--- config.mk ---
export PLATFORM = sky130hd
export DESIGN_NAME = vpm_regs
export DESIGN_NICKNAME = d
export VERILOG_FILES = /design/src/vpm_pkg.sv /design/src/vpm_regs.sv /design/src/vpm_access_check.sv /design/src/vpm_map_lookup.sv
export SDC_FILE = /design/constraint.sdc
export NUM_CORES = 1
export LEC_CHECK = 0
export BUFFER_PORTS_ARGS = -buffer_cell sky130_fd_sc_hd__buf_4
export CORE_MARGIN = 2
export CORE_UTILIZATION = 60
export CTS_BUF_LIST = sky130_fd_sc_hd__clkbuf_4 sky130_fd_sc_hd__clkbuf_8 sky130_fd_sc_hd__clkbuf_16
export DETAILED_ROUTE_END_ITERATION = 10
export HOLD_SLACK_MARGIN = 0.06
export PLACE_DENSITY = 0.88
export SLEW_MARGIN = 25
export SYNTH_ARGS = -nofsm -noshare
export SYNTH_HDL_FRONTEND = slang
export SYNTH_SLANG_ARGS = --single-unit
--- constraint.sdc ---
create_clock -name core_clk -period 4.8 [get_ports core_clk]
set_input_delay 0.24 -clock core_clk [delete_from_list [all_inputs] [get_ports core_clk]]
set_output_delay 0.24 -clock core_clk [all_outputs]
set_load 0.01 [all_outputs]
--- src/vpm_pkg.sv ---
// Constants shared by the partition map register bank: instruction encodings,
// field layout, redirect offsets, trap class and the access action type.
// Assumes a core that decodes system instructions into separate fields.
//
// Behaviour
// - Group two register holds physical entries for virtual identifiers 8 to 11.
// - Four 16-bit entries per register, highest identifier in bits 63 to 48.
// - Maximum-index field reports highest implemented map register, never above 7.
// - Maximum index of zero means no map register exists.
// - Translation applies per source register only when its map enable is set.
// - Entry for identifier n is used only when valid bit n is one.
// - Group two needs index above 1, group three above 2, else undefined.
// - Map registers do nothing to identifiers when EL2 is not enabled.
// - Map entries hold unknown values after reset; software programs them first.
// - Accesses decode op0 3, op1 4, CRn 10, CRm 6; op2 picks register.
// - Any access at EL0 is an undefined instruction.
// - EL1 with both nested controls redirects to page offsets 0x948, 0x950 and 0x958.
// - EL1 with nested control only traps class 0x18 to EL3 or EL2.
// - EL2 access traps to EL3 when lower trap is set, else direct.
// - EL3 reads and writes the selected register directly.
package vpm_pkg;

   // ---------------------------------------------------------------
   // Instruction encoding
   // ---------------------------------------------------------------
   localparam logic [1:0] ENC_OP0 = 2'h3;
   localparam logic [2:0] ENC_OP1 = 3'h4;
   localparam logic [3:0] ENC_CRN = 4'hA;
   localparam logic [3:0] ENC_CRM = 4'h6;
   localparam logic [2:0] OP2_FIRST = 3'h1;
   localparam logic [2:0] OP2_LAST = 3'h3;

   // ---------------------------------------------------------------
   // Field layout and reset value
   // ---------------------------------------------------------------
   localparam int ENTRY_W = 16;
   localparam int ENTRIES = 4;
   localparam int REG_W = 64;
   localparam int GROUPS = 3;
   localparam int MAX_INDEX_LIMIT = 7;
   localparam logic [63:0] MAP_RESET = 64'h0000000000000000;

   // ---------------------------------------------------------------
   // Redirect page and trap class
   // ---------------------------------------------------------------
   localparam logic [11:0] PAGE_BASE = 12'h940;
   localparam logic [11:0] PAGE_STRIDE = 12'h008;
   localparam logic [5:0] TRAP_CLASS = 6'h18;

   // Exception levels.
   localparam logic [1:0] LVL_EL0 = 2'h0;
   localparam logic [1:0] LVL_EL1 = 2'h1;
   localparam logic [1:0] LVL_EL2 = 2'h2;
   localparam logic [1:0] LVL_EL3 = 2'h3;

   typedef enum logic [1:0] {ACT_DIRECT, ACT_UNDEF, ACT_TRAP, ACT_REDIRECT} vpm_action_t;

endpackage

--- src/vpm_regs.sv ---
// Top of the partition map register bank: system instruction port, three
// 64-bit map registers and the virtual to physical identifier translation.
// Assumes the core presents decoded instruction fields and level controls
// synchronous to core_clk, one request at a time.
`timescale 1ns/10ps
module vpm_regs
   import vpm_pkg::*;
#(
   parameter logic VIRT_SUPPORTED = 1'b1,
   parameter int MAX_INDEX = 7
)
(
   // Clock and reset
   input wire logic core_clk,
   input wire logic rst_n,
   // System instruction request
   input wire logic req_valid,
   input wire logic req_write,
   input wire logic [1:0] req_op0,
   input wire logic [2:0] req_op1,
   input wire logic [3:0] req_crn,
   input wire logic [3:0] req_crm,
   input wire logic [2:0] req_op2,
   input wire logic [63:0] req_wdata,
   // Level and control context
   input wire logic [1:0] cur_el,
   input wire logic el2_enabled,
   input wire logic nested_virt_control,
   input wire logic nested_virt_redirect,
   input wire logic have_el3,
   input wire logic lower_level_trap,
   input wire logic el1_map_enable,
   input wire logic el0_map_enable,
   input wire logic [31:0] map_entry_valid_bits,
   // System instruction answer
   output logic resp_valid,
   output logic [63:0] resp_rdata,
   output logic resp_undef,
   output logic resp_trap,
   output logic [1:0] resp_trap_el,
   output logic [5:0] resp_trap_class,
   output logic resp_redirect,
   output logic [11:0] resp_page_offset,
   // Translation request
   input wire logic xlat_valid,
   input wire logic xlat_from_el1,
   input wire logic [15:0] xlat_partition_in,
   // Translation answer
   output logic xlat_done,
   output logic xlat_mapped,
   output logic [15:0] partition_identifier,
   // Implementation features
   output logic [2:0] max_map_register_index,
   output logic virtualization_supported
);

   // -------------------------------------------------------------
   // Elaboration checks
   // -------------------------------------------------------------
   // The index field is three bits and must be zero without virtualization.
   if (MAX_INDEX < 0 || MAX_INDEX > MAX_INDEX_LIMIT)
   begin : g_bad_index
      $error("MAX_INDEX out of range");
   end
   if (!VIRT_SUPPORTED && MAX_INDEX != 0)
   begin : g_bad_virt
      $error("MAX_INDEX must be zero without virtualization");
   end

   localparam logic [2:0] MAX_IDX = 3'(MAX_INDEX);

   typedef struct packed {
      logic [GROUPS-1:0][REG_W-1:0] map;
      logic resp_valid;
      logic [63:0] resp_rdata;
      logic resp_undef;
      logic resp_trap;
      logic [1:0] resp_trap_el;
      logic [5:0] resp_trap_class;
      logic resp_redirect;
      logic [11:0] resp_page_offset;
      logic xlat_done;
      logic xlat_mapped;
      logic [15:0] xlat_partition;
      logic [2:0] max_idx;
      logic virt;
   } vpm_state_t;

   vpm_state_t r;
   vpm_state_t next_r;
   logic hit;
   logic present;
   logic [1:0] sel;
   vpm_action_t action;
   logic [1:0] trap_el;
   logic [15:0] lk_entry;
   logic [1:0] lk_group;
   logic lk_covered;
   logic lk_present;
   logic lk_enable;

   // A register of index idx exists only under virtualization and idx <= max.
   function automatic logic reg_present(input logic [2:0] idx);
      reg_present = VIRT_SUPPORTED && (idx <= MAX_IDX);
   endfunction

   // -------------------------------------------------------------
   // Decode
   // -------------------------------------------------------------
   // Encodings outside op2 1 to 3 belong to neighbouring registers and are ignored.
   assign hit = req_valid && (req_op0 == ENC_OP0) && (req_op1 == ENC_OP1) && (req_crn == ENC_CRN)
                && (req_crm == ENC_CRM) && (req_op2 >= OP2_FIRST) && (req_op2 <= OP2_LAST);
   assign present = reg_present(req_op2);
   assign sel = 2'(req_op2 - 3'h1);

   vpm_access_check u_check (
      .cur_el(cur_el),
      .present(present),
      .el2_enabled(el2_enabled),
      .nested_virt_control(nested_virt_control),
      .nested_virt_redirect(nested_virt_redirect),
      .have_el3(have_el3),
      .lower_level_trap(lower_level_trap),
      .action(action),
      .trap_el(trap_el)
   );

   vpm_map_lookup u_lookup (
      .map(r.map),
      .vid(xlat_partition_in[4:0]),
      .entry(lk_entry),
      .group_idx(lk_group),
      .covered(lk_covered)
   );

   // Only identifiers 0 to 31 can have a map entry at all.
   assign lk_present = lk_covered && (xlat_partition_in[15:5] == 11'h000)
                       && reg_present(3'({1'b0, lk_group} + 3'h1));
   assign lk_enable = xlat_from_el1 ? el1_map_enable : el0_map_enable;

   // -------------------------------------------------------------
   // Next state
   // -------------------------------------------------------------
   // Answers are pulses one cycle after the request; the map itself holds.
   always_comb
   begin
      next_r = r;
      next_r.resp_valid = 1'b0;
      next_r.resp_rdata = 64'h0000000000000000;
      next_r.resp_undef = 1'b0;
      next_r.resp_trap = 1'b0;
      next_r.resp_trap_el = LVL_EL0;
      next_r.resp_trap_class = 6'h00;
      next_r.resp_redirect = 1'b0;
      next_r.resp_page_offset = 12'h000;
      next_r.max_idx = VIRT_SUPPORTED ? MAX_IDX : 3'h0;
      next_r.virt = VIRT_SUPPORTED;
      if (hit)
      begin
         next_r.resp_valid = 1'b1;
         case (action)
            ACT_DIRECT:
            begin
               if (req_write)
               begin
                  next_r.map[sel] = req_wdata;
               end
               else
               begin
                  next_r.resp_rdata = r.map[sel];
               end
            end
            ACT_TRAP:
            begin
               next_r.resp_trap = 1'b1;
               next_r.resp_trap_el = trap_el;
               next_r.resp_trap_class = TRAP_CLASS;
            end
            ACT_REDIRECT:
            begin
               // The core does the page access itself; we only name the offset.
               next_r.resp_redirect = 1'b1;
               next_r.resp_page_offset = 12'(PAGE_BASE + 12'(req_op2) * PAGE_STRIDE);
            end
            default: next_r.resp_undef = 1'b1;
         endcase
      end
      // Translation: pass-through unless every condition for a mapping holds.
      next_r.xlat_done = xlat_valid;
      next_r.xlat_mapped = 1'b0;
      next_r.xlat_partition = xlat_partition_in;
      if (xlat_valid && el2_enabled && lk_enable && lk_present
          && map_entry_valid_bits[xlat_partition_in[4:0]])
      begin
         next_r.xlat_mapped = 1'b1;
         next_r.xlat_partition = lk_entry;
      end
   end

   // -------------------------------------------------------------
   // State register
   // -------------------------------------------------------------
   // Map entries are architecturally unknown after reset; a zero constant is
   // used so nothing undefined leaks, and software must not rely on it.
   always_ff @(posedge core_clk or negedge rst_n)
   begin
      if (!rst_n)
      begin
         r <= '0;
         r.map <= {GROUPS{MAP_RESET}};
      end
      else
      begin
         r <= next_r;
      end
   end

   // -------------------------------------------------------------
   // Outputs
   // -------------------------------------------------------------
   assign resp_valid = r.resp_valid;
   assign resp_rdata = r.resp_rdata;
   assign resp_undef = r.resp_undef;
   assign resp_trap = r.resp_trap;
   assign resp_trap_el = r.resp_trap_el;
   assign resp_trap_class = r.resp_trap_class;
   assign resp_redirect = r.resp_redirect;
   assign resp_page_offset = r.resp_page_offset;
   assign xlat_done = r.xlat_done;
   assign xlat_mapped = r.xlat_mapped;
   assign partition_identifier = r.xlat_partition;
   assign max_map_register_index = r.max_idx;
   assign virtualization_supported = r.virt;

   logic tl3;
   assign tl3 = have_el3 && lower_level_trap;
endmodule

--- src/vpm_access_check.sv ---
// Access check for one decoded map register instruction.
// Assumes all control inputs are stable in the cycle of the request.
`timescale 1ns/10ps
module vpm_access_check
   import vpm_pkg::*;
(
   // Context of the access
   input wire logic [1:0] cur_el,
   input wire logic present,
   input wire logic el2_enabled,
   input wire logic nested_virt_control,
   input wire logic nested_virt_redirect,
   input wire logic have_el3,
   input wire logic lower_level_trap,
   // Decision
   output vpm_action_t action,
   output logic [1:0] trap_el
);

   // -------------------------------------------------------------
   // Decision tree
   // -------------------------------------------------------------
   // An absent register is undefined at every level, so presence is checked first.
   always_comb
   begin
      action = ACT_UNDEF;
      trap_el = LVL_EL2;
      if (!present)
      begin
         action = ACT_UNDEF;
      end
      else
      begin
         case (cur_el)
            LVL_EL0: action = ACT_UNDEF;
            LVL_EL1:
            begin
               if (el2_enabled && nested_virt_redirect && nested_virt_control)
               begin
                  action = ACT_REDIRECT;
               end
               else if (el2_enabled && nested_virt_control)
               begin
                  action = ACT_TRAP;
                  trap_el = (have_el3 && lower_level_trap) ? LVL_EL3 : LVL_EL2;
               end
               else
               begin
                  action = ACT_UNDEF;
               end
            end
            LVL_EL2:
            begin
               if (have_el3 && lower_level_trap)
               begin
                  action = ACT_TRAP;
                  trap_el = LVL_EL3;
               end
               else
               begin
                  action = ACT_DIRECT;
               end
            end
            default: action = ACT_DIRECT;
         endcase
      end
   end

endmodule

--- src/vpm_map_lookup.sv ---
// Selects the 16-bit map entry for a virtual identifier from the held groups.
// Assumes group index 0 of the array is the register for identifiers 4 to 7.
`timescale 1ns/10ps
module vpm_map_lookup
   import vpm_pkg::*;
(
   // Held map registers
   input wire logic [GROUPS-1:0][REG_W-1:0] map,
   // Query
   input wire logic [4:0] vid,
   output logic [ENTRY_W-1:0] entry,
   output logic [1:0] group_idx,
   output logic covered
);

   // Slot 0 sits in bits 15 to 0, slot 3 in bits 63 to 48.
   function automatic logic [ENTRY_W-1:0] entry_of(input logic [REG_W-1:0] word, input logic [1:0] slot);
      entry_of = word[slot*ENTRY_W +: ENTRY_W];
   endfunction

   // -------------------------------------------------------------
   // Entry select
   // -------------------------------------------------------------
   // Only identifiers 4 to 15 live here; others belong to registers elsewhere.
   always_comb
   begin
      covered = (vid[4:2] >= OP2_FIRST) && (vid[4:2] <= OP2_LAST);
      group_idx = 2'(vid[4:2] - 3'h1);
      entry = covered ? entry_of(map[group_idx], vid[1:0]) : {11'h000, vid};
   end

endmodule

=== After elaboration in Yosys (flattened, before gate mapping) ===
Cells that the tools add are included.

* Word-level logic and storage cells: 90
* Output and inout port bits: 110
* Bits of input ports: 143
* Bits in registers: 300

* Equal/unequal tests: 8
* Order comparisons: 10
* Reduce and logical (&&, ||, !) cells: 23
* Shifts and indexed selects: 1
* Multiplexer cells: 28
* $add $sub $neg: 4

{| class="wikitable"
|+ Operators with widths
! cell !! number
|-
| 64-bit two-way mux || 5
|-
| 64-bit binary-select mux with 2-bit select || 2
|-
| 192-bit bitwise mux || 1
|-
| 64-bit demux with 2-bit select || 1
|-
| 88-bit two-way mux || 1
|-
| 64-bit by 7-bit variable part select with 16-bit output || 1
|-
| 1-bit logical AND || 18
|-
| 17-bit two-way mux || 1
|-
| 16-bit two-way mux || 1
|-
| 2-bit two-way mux || 7
|-
| 13-bit two-way mux || 1
|-
| 12-bit by 6-bit adder with 12-bit output, first input constant || 1
|-
| 11-bit logical NOT || 1
|-
| 9-bit two-way mux || 1
|-
| 2-bit == test, second input constant || 4
|-
| 3-bit by 1-bit >= comparator with 1-bit output, second input constant || 2
|-
| 3-bit by 2-bit less-or-equal comparator with 1-bit output, second input constant || 2
|-
| 3-bit less-or-equal comparator, second input constant || 2
|-
| 2-bit by 3-bit less-than comparator with 1-bit output, second input constant || 2
|-
| 5-bit by 6-bit less-than comparator with 1-bit output, second input constant || 1
|-
| 2-bit case mux with 3 select lines || 1
|-
| 1-bit binary-select mux with 5-bit select || 1
|-
| 4-bit by 3-bit == test with 1-bit output, second input constant || 1
|-
| 4-bit == test, second input constant || 1
|-
| 10 further kinds || 15
|}

=== Longest topological paths before layout ===
Gate-level depths: netlist of the first run.

* Depth after elaboration: 9
* Depth in mapped cells: 11
* Depth with buffers taken out: 7

=== By module ===
From an unflattened synthesis of the first run, not the netlist that was laid out.

* Cell total of the unflattened synthesis: 1194
* Area, all modules: 14418.8 um2

{| class="wikitable"
|+ By module, submodules not included
! module !! cells each !! area each (um2) !! instances !! sequential area each (um2)
|-
| vpm_regs || 988 || 12553.3 || 1 || 7106.8
|-
| vpm_map_lookup || 189 || 1739.2 || 1 || 0.0
|-
| vpm_access_check || 17 || 126.4 || 1 || 0.0
|}

=== Least setup slack after synthesis of the first run ===
OpenSTA, ideal clock, no wires.

* Kind: input port to flip-flop
* From: input req_op2[0]
* To: register r (netlist bit resp_rdata[14])
* Buffers on the path: 5
* Setup slack: 2.002 ns
* Library setup time: 0.122 ns
* Cell stages on the path: 10
* Arrival: 2.676 ns
* Cells stage by stage: clkdlybuf4s18_2 > clkbuf_1 > clkbuf_1 > inv_1 > ha_1 > clkbuf_1 > buf_1 > mux2_2 > a21oi_1 > nor2_4

{| class="wikitable"
|+ RTL lines
! what !! RTL line !! RTL
|-
| start: declaration || vpm_regs.sv:23 || <nowiki>input wire logic [2:0] req_op2,</nowiki>
|-
| end signal: assignment || vpm_regs.sv:214 || <nowiki>r <= next_r;</nowiki>
|-
| end: declaration || vpm_regs.sv:89 || <nowiki>vpm_state_t r;</nowiki>
|}

=== Final worst setup path of the first run ===
* From: input req_op2[1]
* To: register r[279] (netlist name)

* Word-level cells in the longest chain between the ends: 6

{| class="wikitable"
|+ Ends and longest elaborated chain
! what !! RTL line !! RTL
|-
| 2-bit by 1-bit subtractor with 2-bit output || vpm_regs.sv:114 || <nowiki>assign sel = 2'(req_op2 - 3'h1);</nowiki>
|-
| 2-bit by 3-bit less-than comparator with 1-bit output (implied by the code) / 2-bit by 1-bit >= comparator with 1-bit output (equally long branches) || vpm_regs.sv:166 || <nowiki>next_r.map[sel] = req_wdata;</nowiki>
|-
| 1-bit logical AND (implied by the code) || vpm_regs.sv:166 ||
|-
| 64-bit two-way mux (implied by the code) || vpm_regs.sv:166 ||
|-
| 64-bit demux with 2-bit select || vpm_regs.sv:166 ||
|-
| 192-bit bitwise mux || vpm_regs.sv:166 ||
|}

Several ways; a longest one is shown, not always the timed one.
A chain may end at the register's enable or synchronous reset.

==> out/metrics.cfg, run 1 <==
[status]
status = completed

[synth]
synth_ff_type = dfrtp_1
synth_area_leaders = dfrtp_1 47%, mux2_2 18%, mux4_2 7.5%
synth_compound_area_frac = 0.0418
syn_area_um2 = 15000
yosysWarnings = 0
synth_simple_gate_area_frac = 0.107
synth_xor_xnor_area_share = 0
synth-async-reset-ratio = 1.00
synthAdderAreaFrac = 0.00836
synth_top_cell_by_area = dfrtp_1
synth-edff-count = 0
synth_top_family_by_area = multiplexers
ys_types = 54
synth_seq_cells = 283
muxShareOfSynthArea = 0.281
synth_area_per_cell_um2 = 13.4
yosysSeqAreaShare = 0.473
synth_top_area_frac = 0.473
syn-instance-count = 1119

[worst_setup_path]
crit_fanout = 64
reg2regPathDepth = 4
worstSetupPathType = in -> reg
cp.arrival_ps = 3430
cp.required_ps = 5230
crit_path_end_kind = flip-flop
rr_startpoint = r[128]$_DFFE_PN0P_
cp-start-kind = input pin
reg2reg_to = partition_identifier[2]$_DFF_PN0_
r2r_slack_ps = 3030

[global_routing]
antenna_found_initial = 1
grt.total_usage = 0.293
grt_pass1_wl_um = 59400
overflow = 0
grt_max_degree = 116
grt_pass1_vias = 10500

[die]
die_width_um = 162
rows = 57
fp.dieH_um = 162
fp.coreArea_um2 = 24400
io_pins = 253
initial_core_util = 0.614
die-area_um2 = 26200

[detailed_routing]
vias_per_cell = 5.99
first_pass_iters = 5
drcViolationCount = 0
drt-initial-drc-count = 880
via_count = 9874
ant_nets = 0
finalWirelength_um = 38000
wl_per_cell_um = 23.1

[pwr]
vdd_ir_drop_max_uv = 293
finalPower_uw = 5220
p_per_area_nw_per_um2 = 293
cellLeakagePower_uw = 0.00837

[sta]
setup_viol_count_final = 0
timing.final.ws_setup_ps = 1800
fin_tns_setup_ps = 0
finalHoldViolCount = 0
rsz0062_at_grt = no
period_needed_ps = 3000
max_freq_mhz = 333
clock-skew-final_ps = 6.45
max_slew_margin = 0.309
worstMarginPinSlew_ps = 1040
timing.final.crit_share = 0.626
final-max-slew-violation-count = 0

[clocking]
clk_pin_slew_ps = 60
cts_max_level = 1
clk_latency_ps = 550
cts-root-buf = clkbuf_16
cts_setup_buffers = 0
cts_tree = yes
clock-sinks = 283
hold_buffers = 82
cts_buffers = 30
cts.path.max_buffers = 3
cts_resized = 0

[placed_design]
io_buffers = 226
gp_congestion = 0.904
hpwl_um = 23700
pre_cts_ws_ps = 1230

[finish]
final_common_cell = dfrtp_1
fin_util = 0.731
fin_nets = 1455
area_delta_synth_final_pct = 19.1
num-fill-cells = 1587
drive_gt1_frac = 0.495
final_cell_mix = 283 x dfrtp_1, 244 x mux2_2, 235 x buf_4, 82 x dlygate4sd3_1, 66 x a21oi_1

[job]
drv_cap = 0

[min_path]
hold_path_depth = 3
hp-class = in -> reg
whs_endpoint = resp_valid$_DFF_PN0_
hold_start = req_crm[0]

[Yosys cell counts, types with 3 or more instances]
cell type and number:
mux4_2 50, nand3b_1 3, ha_1 10, buf_6 13, buf_4 104, inv_1 9, buf_2 14, a21oi_1 66
buf_12 6, buf_1 9, nor3_4 3, nor2_2 6, mux2_1 16, nand4_1 3, nor2_4 54, dfrtp_1 283
nor2b_1 3, clkbuf_1 33, nor3b_1 65, nand2_1 16, or4b_1 3, nor2_1 14, nor4_1 5, nand3_1 8
o21ai_0 15, mux2i_1 16, mux2_2 244, a21o_1 13
[kinds of logic after synthesis]
logic type,count (synthesis)
AOI/OAI and AO/OA,109
adders and majority gates,10
buffers and inverters,189
DFF,283
muxes,326
other,2
and+or+nand+nor,200
[state kept, by name (all words and copies together), names as in the netlist]
register,cells
r,192
max_map_register_index,1
xlat_done,1
resp_trap_class,1
xlat_mapped,1
resp_valid,1
resp_undef,1
resp_trap_el,1
partition_identifier,16
resp_rdata,64
resp_page_offset,4
[per-layer routing]
metal,wire [µm],vias up,track usage
li1,-,4291,-
met1,14200,5043,0.359
met2,19700,447,0.518
met3,2470,93,0.0455
met4,1680,0,0.122
met5,0,-,0
[layout make-up]
type,instances,area [µm²],area share
Inverter,9,33.8,0.00189
Clock buffer,43,897,0.0503
Tap cell,324,405,0.0227
Clock inverter,10,130,0.00730
Sequential cell,283,7080,0.397
Antenna cell,1,2.50,0.000140
Timing Repair Buffer,321,2660,0.149
Multi-Input combinational cell,657,6620,0.371
[worst max-delay path by stage]
stage	slack (ps)	cells after the start	endpoint	start
3_3_place_gp	1340	7	resp_rdata[3]$_DFF_PN0_	req_op2[0]
3_5_place_dp	1230	7	resp_rdata[3]$_DFF_PN0_	req_op2[0]
6_report	1800	9	r[279]$_DFFE_PN0P_	req_op2[1]
4_1_cts	1450	8	resp_rdata[3]$_DFF_PN0_	req_op2[1]
2_1_floorplan	2000	10	resp_rdata[14]$_DFF_PN0_	req_op2[0]
5_1_grt	1610	8	resp_rdata[3]$_DFF_PN0_	req_op2[1]
[where the power goes]
group / total (µW) / switching [µW] / internal [µW]
Combinational: 438 / 246 / 192
Clock: 2390 / 937 / 1450
Sequential: 2400 / 3.68 / 2390
[critical path: stages]
cell and delay [ps]:
dlygate4sd3_1 540, buf_4 170, inv_1 70, ha_1 170, nor2_1 60, or4_1 690, nor3_4 200, buf_4 760
mux2_2 430
[stage by stage]
| stage | hold WS [ps] | instances | instance area [µm²] |
|---|---|---|---|
| finish | 95.7 | 1648 | 17800 |
| global route | 91.1 | 1648 | 17800 |
| CTS | 79.2 | 1646 | 17800 |
| detailed placement | 376 | 1511 | 16000 |
| global placement | 373 | 1511 | 16000 |
| floorplan | -55.6 | 1129 | 15000 |
Note: power is estimated with default switching activity, not from simulation.
==> run 2: changes to the inputs <==
Settings changed: CORE_UTILIZATION 60 to 57, PLACE_DENSITY 0.88 to 0.85.
Clock period 4.8 ns to 3.1 ns, I/O delays scaled along.
==> run 2 against run 1 <==
Effect of this change: count of clock-buffer cells in the layout rose by 4; clock skew rose by 9.6 ps; power rose by 51%; largest power group unchanged; sequential power rose by 55%.
==> out/metrics.cfg, run 2 (synthesis results as in run 1) <==
[worst_setup_path]
worstSetupPathType = in -> reg
rr_startpoint = r[134]$_DFFE_PN0P_
r2r_slack_ps = 1340  ; -1690 ps
crit_chain = dlygate4sd3_1 -> buf_4 -> inv_1 -> ha_1 -> nor2_1 -> or4_1 -> nor3_4 -> buf_12 -> mux2_2
cp.arrival_ps = 3230  ; -200 ps
cp-start-kind = input pin
reg2reg_to = partition_identifier[8]$_DFF_PN0_
cp.required_ps = 3540  ; -1690 ps
crit_slowest_cell = nor3_4
cp_slowest_stage_delay_ps = 710  ; -50 ps
crit_path_end_kind = flip-flop
crit_fanout = 20  ; -69%
reg2regPathDepth = 4  ; unchanged

[sta]
fin_tns_setup_ps = 0  ; unchanged
fin_hold_ws_ps = 83.7  ; -12.0 ps
period_needed_ps = 2790
timing.final.crit_share = 0.900
setup_viol_count_final = 0  ; unchanged
clock-skew-final_ps = 16.1  ; +9.63 ps
timing.final.ws_setup_ps = 310  ; -1480 ps
max_freq_mhz = 358
rsz0062_at_grt = no
max_slew_margin = 0.302  ; -0.00664
worstMarginPinSlew_ps = 1050  ; +9.96 ps
finalHoldViolCount = 0  ; unchanged
final-max-slew-violation-count = 0  ; unchanged

[global_routing]
antenna_found_initial = 0  ; -1
grt_max_degree = 108  ; -6.9%
grt_pass1_wl_um = 59700  ; +0.52%
grt_pass1_vias = 10600  ; +0.87%
grt.total_usage = 0.275  ; -0.0179
overflow = 0  ; unchanged

[finish]
final_cell_mix = 283 x dfrtp_1, 244 x mux2_2, 244 x buf_4, 87 x dlygate4sd3_1, 66 x a21oi_1
largest_register = r
final_common_cell = dfrtp_1
fin_nets = 1481  ; +1.8%
fin_util = 0.701  ; -0.0306
drive_gt1_frac = 0.501  ; +0.00565
largest_reg_flops = 192  ; unchanged
area_delta_synth_final_pct = 21.3
fin_cells = 1684  ; +2.2%

[pwr]
p_int_uw = 6090  ; +51%
p_per_area_nw_per_um2 = 436  ; +49%
p_comb_frac = 0.090  ; +0.006
vdd_ir_drop_max_uv = 328  ; +12%
cellLeakagePower_uw = 0.00852  ; +1.9%
swShare = 0.231  ; +0.00347
seq_power_share = 0.469  ; +0.010
clockPowerShare = 0.441  ; -0.016
p_switching_uw = 1820  ; +54%

[clocking]
clk_latency_ps = 560  ; about the same
cts.path.max_buffers = 3  ; unchanged
cts-root-buf = clkbuf_16
clock-sinks = 283  ; unchanged
clk_pin_slew_ps = 60  ; about the same
cts_resized = 0  ; unchanged
cts_buffers = 30  ; unchanged
cts_tree = yes
cts_setup_buffers = 0  ; unchanged
hold_buffers = 87  ; +6.1%
cts_max_level = 1  ; unchanged

[die]
fp.dieH_um = 166  ; +2.5%
die_width_um = 166  ; +2.5%
initial_core_util = 0.578  ; -0.0360
fp.coreArea_um2 = 25900  ; +6.2%
rows = 59  ; +3.5%
die-area_um2 = 27600  ; +5.1%
io_pins = 253  ; unchanged

[placed_design]
io_buffers = 226  ; unchanged
gp_congestion = 0.915  ; +1.3%
post-place-cells = 1544  ; +2.2%
pre_cts_ws_ps = 300  ; -930 ps
hpwl_um = 25800  ; +8.9%

[job]
drv_cap = 0  ; unchanged

[detailed_routing]
vias_per_cell = 5.94  ; -0.94%
first_pass_iters = 5  ; unchanged
via_count = 9995  ; +1.2%
drcViolationCount = 0  ; unchanged
drt-initial-drc-count = 802  ; -8.9%
finalWirelength_um = 38200  ; +0.53%
ant_nets = 0  ; unchanged
wl_per_cell_um = 22.7  ; -1.6%

[min_path]
hold_path_depth = 4  ; +1
hold_start = req_op1[1]
whs_endpoint = resp_valid$_DFF_PN0_
hp-class = in -> reg

[status]
status = completed

==> run 2: per-stage QoR <==
step                      power, µW  cell area [µm²]
after floorplan                4050            15000
after global placement         4380            16300
after detailed placement       4390            16300
after CTS                      7980            18200
after global routing           8180            18200
final                          7910            18200
==> run 2: power by group through the flow <==
stage	Combinational [µW]	Clock, µW	Sequential, µW
detailed placement	613	0	3780
CTS	708	3560	3710
global route	758	3710	3710
floorplan	275	0	3780
global placement	602	0	3780
finish	709	3490	3710
==> run 2: cell type report <==
cell class                 count  area (µm²)
antenna                        1        2.50
clock buffer                  47         935
clock inverter                 5        40.0
fill                        1756        7760
inverter                       9        33.8
multi-input combinational    657        6620
sequential                   283        7080
tap                          335         419
timing repair buffer         347        3020
==> run 2: worst max path at each step <==
stage          cells after the start       start                  endpoint
2_1_floorplan                     10  req_op2[0]  resp_rdata[14]$_DFF_PN0_
3_3_place_gp                       8  req_op2[1]        r[263]$_DFFE_PN0P_
3_5_place_dp                       8  req_op2[1]        r[295]$_DFFE_PN0P_
4_1_cts                            9  req_op2[1]        r[295]$_DFFE_PN0P_
5_1_grt                            9  req_op2[1]        r[252]$_DFFE_PN0P_
6_report                           9  req_op2[1]        r[262]$_DFFE_PN0P_
==> run 2: per-layer routing <==
metal | global-route usage | vias to the layer above | share of wire
met5 | 0 | - | 0
met2 | 0.519 | 409 | 0.55
met1 | 0.333 | 5187 | 0.36
met4 | 0.0650 | 0 | 0.022
li1 | - | 4343 | -
met3 | 0.0377 | 56 | 0.060
==> run 2: critical path: cells and delay by family <==
kind / cells / cell delay, ps
multiplexers: 1 / 360
buffers and inverters: 4 / 1060
adder cells (fa/ha/maj): 1 / 180
AND/OR/NAND/NOR: 3 / 1470
==> run 3: changes to the inputs <==
Settings changed: BUFFER_PORTS_ARGS -buffer_cell sky130_fd_sc_hd__buf_4 to default, CORE_UTILIZATION 57 to 60, DONT_BUFFER_PORTS from default to 1, PLACE_DENSITY 0.85 to 0.8, SLEW_MARGIN 25 to 5.
==> run 3 against run 2 <==
Effect of this change: the flow now finishes with violations (negative hold slack); utilization decreased by 2.3 points; clock power increased by 8.9%; flip-flop and latch count unchanged; register-to-register slack got worse by 360 ps; non-clock buffer count decreased by 223; global-route usage about the same; setup slack improved by 87 ps; wire length decreased by 6.0%; first-iteration DRC count decreased by 16%; sequential power about the same; critical endpoint is now partition_identifier[3]$_DFF_PN0_; largest power group is now the clock network.
==> out/metrics.cfg, run 3 (synthesis results as in run 1) <==
[sta]
setup_viol_count_final = 0  ; unchanged
max_freq_mhz = 370  ; +3.2%
finalHoldViolCount = 283  ; +283
fin_hold_ws_ps = -709  ; -793 ps
timing.final.crit_share = 0.872  ; -0.0280
max_slew_margin = 0.299  ; -0.00326
fin_tns_setup_ps = 0  ; unchanged
rsz0062_at_grt = no
period_needed_ps = 2700  ; -86.9 ps
worstMarginPinSlew_ps = 1050  ; +4.89 ps
timing.final.ws_setup_ps = 397  ; +86.9 ps
final-max-slew-violation-count = 0  ; unchanged
clock-skew-final_ps = 12.0  ; -4.13 ps

[detailed_routing]
first_pass_iters = 7  ; +2
met2WireLength_um = 18800  ; -11%
wl_per_cell_um = 24.7  ; +8.7%
drcViolationCount = 0  ; unchanged
drt-initial-drc-count = 673  ; -16%
routed-wl-met3_um = 2280  ; -1.3%
vias_per_cell = 6.20  ; +4.5%
maxUsedRoutingLayer = met4
wl_met1_um = 13500  ; -2.6%
finalWirelength_um = 36000  ; -6.0%
via_count = 9030  ; -9.7%
ant_nets = 0  ; unchanged

[worst_setup_path]
path_delay_family = buffers and inverters
crit_chain = dlygate4sd3_1 -> or4_1 -> nor4_1 -> nand4_1 -> o21ai_0 -> dlygate4sd3_1 -> o21ai_0 -> dlygate4sd3_1
cp_num_buf_inv = 3  ; -1
crit_fanout = 2  ; -90%
cp.required_ps = 3550  ; about the same
cp-start-kind = input pin
cp.arrival_ps = 3150  ; -80 ps
worstSetupPathType = in -> reg
crit_slowest_cell = dlygate4sd3_1
cp_common_cell = dlygate4sd3_1
cp_slowest_stage_delay_ps = 580  ; -130 ps
crit_path_end_kind = flip-flop

[global_routing]
grt_max_degree = 284  ; +160%
overflow = 0  ; unchanged
antenna_found_initial = 2  ; +2
grt_pass1_wl_um = 55500  ; -7.0%
grt.total_usage = 0.275  ; about the same
grt_pass1_vias = 9707  ; -8.2%

[placed_design]
io_buffers = 0  ; -100%
hpwl_um = 22200  ; -14%
gp_congestion = 0.864  ; -5.6%
pre_cts_ws_ps = 523  ; +222 ps

[finish]
largest_reg_flops = 192  ; unchanged
fin_nets = 1259  ; -15%
area_delta_synth_final_pct = 10.4
largest_register = r
drive_gt1_frac = 0.391  ; -0.110
fin_util = 0.678  ; -0.0231
final_cell_mix = 283 x dfrtp_1, 244 x mux2_2, 102 x dlygate4sd3_1, 66 x a21oi_1, 65 x nor3b_1
final_common_cell = dfrtp_1

[clocking]
cts_tree = yes
cts.path.max_buffers = 3  ; unchanged
clock-sinks = 283  ; unchanged
cts_max_level = 1  ; unchanged
clk_latency_ps = 560  ; about the same
clk_pin_slew_ps = 60  ; about the same
cts-root-buf = clkbuf_16
hold_buffers = 103  ; +18%
cts_buffers = 31  ; +3.3%

[die]
die_width_um = 162  ; -2.5%
rows = 57  ; -3.4%
fp.dieH_um = 162  ; -2.5%
initial_core_util = 0.614  ; +0.0360
die-area_um2 = 26200  ; -4.9%
fp.coreArea_um2 = 24400  ; -5.9%
io_pins = 253  ; unchanged

[min_path]
hp-class = in -> async

[pwr]
vdd_ir_drop_max_uv = 414  ; +26%
p_per_area_nw_per_um2 = 481  ; +10%
cellLeakagePower_uw = 0.00741  ; -13%
finalPower_uw = 7940  ; +0.38%

[status]
violations = negative hold slack
status = finished with violations

[job]
drv_cap = 0  ; unchanged

-- run 3: worst paths after layout --
kind                                             from                                end  cells past startpoint  slack, ps
worst max-delay path            xlat_partition_in[12]  partition_identifier[3]$_DFF_PN0_                      8        400
worst min-delay path                            rst_n  partition_identifier[9]$_DFF_PN0_                      0       -710
worst max register to register     r[161]$_DFFE_PN0P_  partition_identifier[3]$_DFF_PN0_                      5        980
worst min register to register     r[227]$_DFFE_PN0P_                 r[227]$_DFFE_PN0P_                      1        510
max in group asynchronous                       rst_n               resp_undef$_DFF_PN0_                      0       2940
min in group core_clk                      req_op2[0]           resp_rdata[48]$_DFF_PN0_                      3         70
-- run 3: per-layer routing --
metal  global-route usage  vias up
li1                     -     3892
met1                0.338     4705
met2                0.490      351
met3               0.0506       82
met4               0.0941        0
met5                    0        -
-- run 3: power breakdown --
part           switching (µW)  total (µW)  internal [µW]
Clock                    1500        3800           2300
Sequential               13.7        3720           3710
Combinational             226         424            198
-- run 3: cell type report --
| type | instances | area (µm²) |
|---|---|---|
| Antenna cell | 2 | 5.00 |
| Clock buffer | 43 | 916 |
| Clock inverter | 14 | 154 |
| Fill cell | 1707 | 7870 |
| Inverter | 9 | 33.8 |
| Multi-Input combinational cell | 657 | 6620 |
| Sequential cell | 283 | 7080 |
| Tap cell | 324 | 405 |
| Timing Repair Buffer | 124 | 1310 |
-- run 3: per-stage QoR --
step	cell area, µm²	cells
2_1_floorplan	15000	1129
3_3_place_gp	14400	1294
3_5_place_dp	14400	1294
4_1_cts	16500	1454
5_1_grt	16500	1456
6_report	16500	1456
-- run 3: worst register-to-register path, cell delays in order (launching register included) --
cell and delay [ps]:
dfrtp_1 390, mux4_2 490, mux2_2 280, a22oi_1 170
o21ai_0 90, dlygate4sd3_1 580
-- run 3: repair_timing --
item | CTS | global route
setup buffers | 0 | 0
endpoints found under the setup margin | 0 | 0
endpoints found under the hold margin | 564 | 283
gates resized for setup | 0 | 0
